<file path="config.mk">
export PLATFORM = sky130hd
export DESIGN_NAME = cpu_bus_cycle_sequencer
export DESIGN_NICKNAME = d
export VERILOG_FILES = /design/src/hw/seq_pkg.sv /design/src/hw/slot_list_if.sv /design/src/hw/cycle_list_table.sv /design/src/hw/cpu_bus_cycle_sequencer.sv
export SDC_FILE = /design/constraint.sdc
export NUM_CORES = 1
export LEC_CHECK = 0
export ABC_AREA = 1
export BUFFER_PORTS_ARGS = -buffer_cell sky130_fd_sc_hd__buf_2
export CORE_ASPECT_RATIO = 0.7
export CORE_UTILIZATION = 51
export CTS_CLUSTER_DIAMETER = 120
export DETAILED_ROUTE_END_ITERATION = 12
export GPL_ROUTABILITY_DRIVEN = 0
export HOLD_SLACK_MARGIN = 0.02
export PLACE_DENSITY_LB_ADDON = 0.08
export SYNTH_ARGS = -nofsm -noshare
export SYNTH_HDL_FRONTEND = slang
export SYNTH_SLANG_ARGS = --single-unit
</file>
<file path="constraint.sdc">
create_clock -name sys_clk -period 2.52 [get_ports sys_clk]
set_clock_uncertainty 0.05 [all_clocks]
set_input_delay 0.504 -clock sys_clk [delete_from_list [all_inputs] [get_ports sys_clk]]
set_output_delay 0.504 -clock sys_clk [all_outputs]
set_load 0.03 [all_outputs]
</file>
<file path="src/hw/seq_pkg.sv">
package seq_pkg;
   // Instruction class presented by the decoder
   typedef enum logic [3:0] {
      CLS_SHORT,      // One word, 8-bit immediate or registers
      CLS_IMM16,      // 16-bit immediate
      CLS_IMM32,      // 32-bit immediate
      CLS_TWO_WORD,   // Two-word encoding (long logic, and-into-control)
      CLS_BTST_SHORT, // Bit test, register indirect or 8-bit absolute
      CLS_BTST_ABS16,
      CLS_BTST_ABS32,
      CLS_BRANCH8,
      CLS_BRANCH16,
      CLS_BIT_CLEAR_OP_REG,
      CLS_BIT_CLEAR_OP_SHORT, // Bit clear, register indirect or 8-bit absolute
      CLS_BIT_CLEAR_OP_ABS16,
      CLS_BIT_CLEAR_OP_ABS32
   } instr_class_t;

   // Target of one bus cycle
   typedef enum logic [2:0] {
      TGT_SECOND, TGT_THIRD, TGT_FOURTH, TGT_FIFTH,
      TGT_NEXT, TGT_OPERAND, TGT_VECTOR, TGT_NONE
   } target_t;

   // One slot of the cycle list
   typedef struct packed {
      logic    write;
      logic    word;
      logic    lock;
      logic    internal;
      target_t target;
   } slot_t;

   localparam int MAX_SLOTS        = 9;
   localparam int SLOT_IDX_W       = 4;
   localparam int ADDR_W           = 24;
   localparam logic [ADDR_W-1:0] WORD_STRIDE = 24'h000002;
   localparam int INTERNAL_CYCLES  = 1;
endpackage

</file>
<file path="src/hw/slot_list_if.sv">
`timescale 1ns/1ps
// Carries the decoded cycle list from the lookup to the sequencer
interface slot_list_if;
   import seq_pkg::*;
   instr_class_t cls;
   slot_t        slots [MAX_SLOTS];
   logic [3:0]   count;
   modport table_side (input cls, output slots, output count);
   modport seq_side   (output cls, input slots, input count);
endinterface

</file>
<file path="src/hw/cycle_list_table.sv">
`timescale 1ns/1ps
// Constant lookup from instruction class to its ordered cycle list
module cycle_list_table
   import seq_pkg::*;
(
   slot_list_if.table_side lst
);
   function automatic slot_t mk(input logic w, input logic wd, input logic lk,
                                input target_t t);
      mk = '{write: w, word: wd, lock: lk, internal: 1'b0, target: t};
   endfunction

   localparam slot_t RW2   = '{1'b0, 1'b1, 1'b0, 1'b0, TGT_SECOND};
   localparam slot_t RW3   = '{1'b0, 1'b1, 1'b0, 1'b0, TGT_THIRD};
   localparam slot_t RW4   = '{1'b0, 1'b1, 1'b0, 1'b0, TGT_FOURTH};
   localparam slot_t RWN   = '{1'b0, 1'b1, 1'b0, 1'b0, TGT_NEXT};
   localparam slot_t RWNM  = '{1'b0, 1'b1, 1'b1, 1'b0, TGT_NEXT};
   localparam slot_t RBE   = '{1'b0, 1'b0, 1'b0, 1'b0, TGT_OPERAND};
   localparam slot_t RBEM  = '{1'b0, 1'b0, 1'b1, 1'b0, TGT_OPERAND};
   localparam slot_t WBE   = '{1'b1, 1'b0, 1'b0, 1'b0, TGT_OPERAND};
   localparam slot_t RWE   = '{1'b0, 1'b1, 1'b0, 1'b0, TGT_OPERAND};
   localparam slot_t IDLE  = '{1'b0, 1'b0, 1'b0, 1'b1, TGT_NONE};

   // Unused slots hold IDLE; count bounds the walk
   always_comb begin
      for (int i = 0; i < MAX_SLOTS; i++) begin
         lst.slots[i] = IDLE;
      end
      lst.count = 4'h1;
      case (lst.cls)
         CLS_SHORT, CLS_BIT_CLEAR_OP_REG: begin
            lst.slots[0] = RWN;
         end
         CLS_IMM16, CLS_TWO_WORD: begin
            lst.slots[0] = RW2;
            lst.slots[1] = RWN;
            lst.count    = 4'h2;
         end
         CLS_IMM32: begin
            lst.slots[0] = RW2;
            lst.slots[1] = RW3;
            lst.slots[2] = RWN;
            lst.count    = 4'h3;
         end
         CLS_BTST_SHORT: begin
            lst.slots[0] = RW2;
            lst.slots[1] = RBE;
            lst.slots[2] = RWNM;
            lst.count    = 4'h3;
         end
         CLS_BTST_ABS16: begin
            lst.slots[0] = RW2;
            lst.slots[1] = RW3;
            lst.slots[2] = RBE;
            lst.slots[3] = RWNM;
            lst.count    = 4'h4;
         end
         CLS_BTST_ABS32: begin
            lst.slots[0] = RW2;
            lst.slots[1] = RW3;
            lst.slots[2] = RW4;
            lst.slots[3] = RBE;
            lst.slots[4] = RWNM;
            lst.count    = 4'h5;
         end
         CLS_BRANCH8: begin
            lst.slots[0] = RWN;
            lst.slots[1] = RWE;
            lst.count    = 4'h2;
         end
         CLS_BRANCH16: begin
            lst.slots[0] = RW2;
            lst.slots[1] = IDLE;
            lst.slots[2] = RWE;
            lst.count    = 4'h3;
         end
         CLS_BIT_CLEAR_OP_SHORT: begin
            lst.slots[0] = RW2;
            lst.slots[1] = RBEM;
            lst.slots[2] = RWNM;
            lst.slots[3] = WBE;
            lst.count    = 4'h4;
         end
         CLS_BIT_CLEAR_OP_ABS16: begin
            lst.slots[0] = RW2;
            lst.slots[1] = RW3;
            lst.slots[2] = RBEM;
            lst.slots[3] = RWNM;
            lst.slots[4] = WBE;
            lst.count    = 4'h5;
         end
         CLS_BIT_CLEAR_OP_ABS32: begin
            lst.slots[0] = RW2;
            lst.slots[1] = RW3;
            lst.slots[2] = RW4;
            lst.slots[3] = RBEM;
            lst.slots[4] = RWNM;
            lst.slots[5] = WBE;
            lst.count    = 4'h6;
         end
         default: begin
            lst.slots[0] = mk(1'b0, 1'b1, 1'b0, TGT_NEXT);
         end
      endcase
   end
endmodule

</file>
<file path="src/hw/cpu_bus_cycle_sequencer.sv">
`timescale 1ns/1ps
module cpu_bus_cycle_sequencer
   import seq_pkg::*;
(
   input  wire logic              sys_clk,
   input  wire logic              srst,
   input  wire logic              instr_valid,
   input  wire instr_class_t      instr_class,
   input  wire logic [ADDR_W-1:0] instr_addr,
   input  wire logic [ADDR_W-1:0] next_addr,
   input  wire logic [ADDR_W-1:0] operand_addr,
   input  wire logic              bus_ack,
   output logic                   instr_ready,
   output logic                   bus_req,
   output logic                   bus_write,
   output logic                   bus_word,
   output logic                   bus_lock,
   output logic [ADDR_W-1:0]      bus_addr,
   output target_t                bus_target,
   output logic                   instr_done
);
   typedef enum logic [1:0] {ST_IDLE, ST_ISSUE, ST_WAIT, ST_INTERNAL} state_t;

   state_t            state_q;
   instr_class_t      cls_q;
   logic [3:0]        idx_q;
   logic [ADDR_W-1:0] base_q;
   logic [ADDR_W-1:0] next_q;
   logic [ADDR_W-1:0] oper_q;
   slot_t             cur;
   logic [3:0]        int_cnt_q;
   logic              slot_over;
   logic              list_over;

   slot_list_if lst ();
   assign lst.cls = cls_q;

   cycle_list_table u_table (
      .lst (lst)
   );

   // Address of one slot; extension words step by a word from the opcode
   function automatic logic [ADDR_W-1:0] slot_addr(input target_t t);
      case (t)
         TGT_SECOND:  slot_addr = base_q + WORD_STRIDE;
         TGT_THIRD:   slot_addr = base_q + (WORD_STRIDE << 1);
         TGT_FOURTH:  slot_addr = base_q + 24'(WORD_STRIDE * 3);
         TGT_FIFTH:   slot_addr = base_q + (WORD_STRIDE << 2);
         TGT_NEXT:    slot_addr = next_q;
         TGT_OPERAND: slot_addr = oper_q;
         default:     slot_addr = '0;
      endcase
   endfunction

   assign cur = lst.slots[idx_q];

   // True when idx is the final slot; the cap keeps a bad count from running
   // past the nine-slot list
   function automatic logic is_last(input logic [3:0] idx, input logic [3:0] cnt);
      is_last = (idx + 4'h1 >= cnt) || (idx == 4'(MAX_SLOTS - 1));
   endfunction

   // A slot is over once its bus cycle is acknowledged or its internal
   // state has run its length
   function automatic logic slot_finished(input state_t     st,
                                          input logic       ack,
                                          input logic [3:0] spent);
      case (st)
         ST_WAIT:     slot_finished = ack;
         ST_INTERNAL: slot_finished = (spent + 4'h1 >= 4'(INTERNAL_CYCLES));
         default:     slot_finished = 1'b0;
      endcase
   endfunction

   // Acknowledge counts only in the wait state, so a stray pulse while
   // nothing is requested cannot skip a slot
   assign slot_over = slot_finished(state_q, bus_ack, int_cnt_q);
   assign list_over = slot_over && is_last(idx_q, lst.count);

   // Control state: issue a slot, then wait for its acknowledge or let
   // the internal state run out before moving on
   always_ff @(posedge sys_clk) begin
      if (srst) begin
         state_q <= ST_IDLE;
      end else begin
         case (state_q)
            ST_IDLE: begin
               if (instr_valid) begin
                  state_q <= ST_ISSUE;
               end
            end
            ST_ISSUE: begin
               // Table settles one cycle after the class is latched
               state_q <= cur.internal ? ST_INTERNAL : ST_WAIT;
            end
            ST_WAIT, ST_INTERNAL: begin
               if (list_over) begin
                  state_q <= ST_IDLE;
               end else if (slot_over) begin
                  state_q <= ST_ISSUE;
               end
            end
            default: begin
               state_q <= ST_IDLE;
            end
         endcase
      end
   end

   // Instruction context, captured once when the instruction is taken;
   // the caller may change its inputs freely afterwards
   always_ff @(posedge sys_clk) begin
      if (srst) begin
         cls_q  <= CLS_SHORT;
         base_q <= '0;
         next_q <= '0;
         oper_q <= '0;
      end else if (state_q == ST_IDLE && instr_valid) begin
         cls_q  <= instr_class;
         base_q <= instr_addr;
         next_q <= next_addr;
         oper_q <= operand_addr;
      end
   end

   // Slot index walks the list in order, never skipping or revisiting
   always_ff @(posedge sys_clk) begin
      if (srst) begin
         idx_q <= 4'h0;
      end else if (state_q == ST_IDLE) begin
         idx_q <= 4'h0;
      end else if (slot_over && !list_over) begin
         idx_q <= idx_q + 4'h1;
      end
   end

   // Length of an internal state; cleared whenever the state is left
   always_ff @(posedge sys_clk) begin
      if (srst) begin
         int_cnt_q <= 4'h0;
      end else if (state_q == ST_INTERNAL && !slot_over) begin
         int_cnt_q <= int_cnt_q + 4'h1;
      end else begin
         int_cnt_q <= 4'h0;
      end
   end

   // Ready drops on the taking edge and returns with the last slot, so a
   // new instruction cannot be taken while the list is still running
   always_ff @(posedge sys_clk) begin
      if (srst) begin
         instr_ready <= 1'b1;
      end else if (state_q == ST_IDLE && instr_valid) begin
         instr_ready <= 1'b0;
      end else if (list_over) begin
         instr_ready <= 1'b1;
      end
   end

   // One-cycle completion pulse at the end of the list
   always_ff @(posedge sys_clk) begin
      if (srst) begin
         instr_done <= 1'b0;
      end else begin
         instr_done <= list_over;
      end
   end

   // Request strobe; held until the acknowledge edge and dropped for at least one
   // cycle after it (three when an internal slot follows), so two cycles never merge into one long request
   always_ff @(posedge sys_clk) begin
      if (srst) begin
         bus_req <= 1'b0;
      end else if (state_q == ST_ISSUE) begin
         bus_req <= ~cur.internal;
      end else if (state_q == ST_WAIT && bus_ack) begin
         bus_req <= 1'b0;
      end
   end

   // Cycle kind and lock, loaded at issue and left in place after the
   // acknowledge; the controller reads them only while the request stands
   always_ff @(posedge sys_clk) begin
      if (srst) begin
         bus_write <= 1'b0;
         bus_word  <= 1'b0;
         bus_lock  <= 1'b0;
      end else if (state_q == ST_ISSUE) begin
         bus_write <= cur.write;
         bus_word  <= cur.word;
         bus_lock  <= cur.lock;
      end
   end

   // Address and target of the slot being issued
   always_ff @(posedge sys_clk) begin
      if (srst) begin
         bus_addr   <= '0;
         bus_target <= TGT_NONE;
      end else if (state_q == ST_ISSUE) begin
         bus_addr   <= slot_addr(cur.target);
         bus_target <= cur.target;
      end
   end
endmodule

</file>
==> flow_metrics.py <==
metrics = {
    "outcome": {
        "status": "finished, final reports clean",
    },
    "synth": {
        "synth_cell_types": 42,
        "async_flop_share_pct": 0,
        "synth-edff-count": 0,
        "synth_area_leaders": "dfxtp_1 38%, nor2_1 13%, nand2_1 9.4%",
        "post-synth-top-count-cell": "nor2_1",
        "ys_seq_area_share_pct": 37.7,
        "ys_ff_latch": 119,
        "yosys_warnings": 0,
        "synth_commonest_cells": "211 x nor2_1, 158 x nand2_1, 119 x dfxtp_1",
        "synth_largest_area_cell": "dfxtp_1",
        "synth.avg_cell_area_um2": 6.64,
        "synth_top_area_share_pct": 37.7,
        "synth-main-ff-cell": "dfxtp_1",
        "syn_area_mm2": 0.00632,
        "syn_inst": 953,
    },
    "sta": {
        "min_period_ps": 2450,
        "final.period_utilization_pct": 97.1,
        "timing.fmax_ghz": 0.409,
        "rsz0062_at_grt": "yes",
        "worst_pin_slew_ps": 743,
        "slew_viol_final": 0,
        "hold_viol": 0,
        "worst_slack_ps": 72.1,
        "setup_tns_ps": 0,
        "slew_headroom_pct": 50.4,
        "whs_ps": 281,
        "setup_viol": 0,
    },
    "finish": {
        "areaGrowthSynthToFinish_pct": 30.9,
        "fill_cells": 1040,
        "nNetsFinal": 1195,
        "fin_util_pct": 69.6,
        "fin_cells": 1274,
        "drive_gt1_share_pct": 25.4,
        "diodes": 0,
    },
    "drt": {
        "drc": 0,
        "routed_wl_um": 19300,
        "wl_per_cell_um": 15.2,
        "first_pass_iters": 5,
        "vias": 6725,
        "drt_iter0_drc": 678,
        "drt-vias-per-instance": 5.28,
        "ant_nets": 0,
    },
    "floorplanning": {
        "die_area_mm2": 0.0129,
        "core-area_mm2": 0.0119,
        "die_w_um": 135,
        "dieHeight_um": 95.2,
        "row_count": 33,
        "pin_count": 113,
        "start_util_pct": 53.2,
    },
    "critical_path": {
        "crit_path_frequent_cell": "nand2_2",
        "path_cells": "inv_4 > nor2_4 > nand2_2 > nand2_2 > nand2_2 > inv_2 > nand4_1 > inv_2 > fa_2 > nand2_4 > nor2_4 > inv_4 > nor2_4 > nand2_2 > o21ai_1 > o21ai_1 > o211ai_1 > nor2_1 > nor2_1",
        "startpoint_type": "register",
        "critPathKind": "register to register",
        "required_ps": 2830,
        "critPathArrivalTime_ps": 2750,
        "cp-end-kind": "register",
        "crit_fanout": 4,
        "max_stage_delay_ps": 370,
        "cp_slowest_cell": "dfxtp_2",
    },
    "job": {
        "maxCapViolations": 0,
    },
    "power_and_ir_drop": {
        "power.density_mw_per_mm2": 919,
        "ir_worst_vdd_uv": 586,
        "cellLeakagePower_nw": 3.77,
    },
    "clock_tree": {
        "cts_made_buffers": 17,
        "cts_buffer_depth": 2,
        "htreeDepth": 4,
        "cts_tree": "done",
        "cts-root-buf": "clkbuf_16",
        "clock_latency_ps": 420,
        "path_clk_slew_ps": 60,
        "cts.sinks": 119,
    },
    "placement": {
        "pre_cts_slack_ps": -91.4,
        "dp_hpwl_um": 13800,
        "post-place-cells": 1230,
        "port-buffer-count": 112,
    },
    "global_routing": {
        "grt_pass1_wl_um": 29800,
        "grt_max_degree": 59,
        "grt_pass1_vias": 5770,
        "antenna_found_initial": 0,
        "grt-ovfl-total": 0,
        "grtUsageTotal_pct": 30.3,
    },
    "worst_hold_path": {
        "holdCritPathClass": "input pin to register",
    },
}
## report_power, final
part	internal (mW)	switching, mW
Combinational	0.914	1.66
Clock	1.57	0.945
Sequential	2.24	0.282
## state kept, by name (all words and copies together), names as in the netlist
signal	cells
cls_q	4
int_cnt_q	4
oper_q	24
bus_word	1
bus_req	1
state_q	2
instr_done	1
base_q	24
bus_write	1
bus_target	3
bus_lock	1
next_q	24
idx_q	4
instr_ready	1
bus_addr	24
## per-stage QoR
stage	area (µm²)	power, mW
floorplan	6330	4.12
global placement	7340	4.91
detailed placement	7340	4.92
CTS	7970	7.44
global route	8280	8.00
finish	8280	7.60
## worst max-delay path, delay by kind of cell, from the launching register on
family | cells | cell delay (ps)
AOI/OAI and AO/OA | 3 | 410
and+or+nand+nor | 11 | 1010
DFF | 1 | 370
buffers and inverters | 4 | 310
adders and majority gates | 1 | 260
## path summary, 6_finish.rpt
| path | startpoint | end | slack [ps] | depth (start not counted) |
|---|---|---|---|---|
| max reg2reg | cls_q[1] | bus_addr[11] | 70 | 19 |
| min | operand_addr[17] | oper_q[17] | 280 | 3 |
| max | cls_q[1] | bus_addr[11] | 70 | 19 |
| min reg2reg | next_q[6] | next_q[6] | 410 | 2 |
## area by class of cell
type | count | area [µm²] | share of cell area [%]
timing repair buffer | 180 | 1150 | 13.8
clock buffer | 19 | 433 | 5.23
tap | 157 | 196 | 2.37
inverter | 85 | 327 | 3.94
sequential | 119 | 2390 | 28.9
clock inverter | 13 | 173 | 2.09
multi-input combinational | 701 | 3610 | 43.6
## kinds of logic (layout without fill, tap and decap cells)
kind of cell	count (synthesis)	in the layout	synth area share [%]
buf+inv	134	297	8.57
simple gates	468	468	30.9
other cells	1	2	0.0593
fa+ha+maj	11	11	2.30
xor+xnor	38	38	5.26
compound gates	182	182	15.3
flops	119	119	37.7
## metal layers
layer	wire (µm)	vias to the layer above	global-route usage (%)
li1	-	3383	-
met1	9650	3036	45.7
met2	7770	283	43.1
met3	1730	23	6.86
met4	174	0	6.65
met5	0	-	0
## placed cells by master (no fill, tap or decap), types with 4 or more instances in the layout
master	instances
nand2_4	4
nand2_2	19
nor2_2	10
o211ai_1	6
inv_1	71
inv_2	10
clkbuf_16	18
ha_1	9
nor2_1	199
xor2_1	28
o21ai_1	14
nor3_1	7
nand4_1	14
nor2_4	9
buf_4	61
a21oi_1	43
buf_2	112
xnor2_1	9
o21ai_0	104
nand3_1	55
dfxtp_1	115
nand2_1	140
buf_12	4
## what timing repair did
| action | 4_1_cts | 5_1_grt |
|---|---|---|
| buffers inserted | 1 | 10 |
| gates resized for setup | 10 | 69 |
| hold endpoints to repair | 0 | 0 |
| hold buffers | 0 | 0 |
| gates cloned | 0 | 1 |
| pin swaps | 2 | 32 |
| setup endpoints to repair | 14 | 31 |
Power figures use the tool's default switching activity.
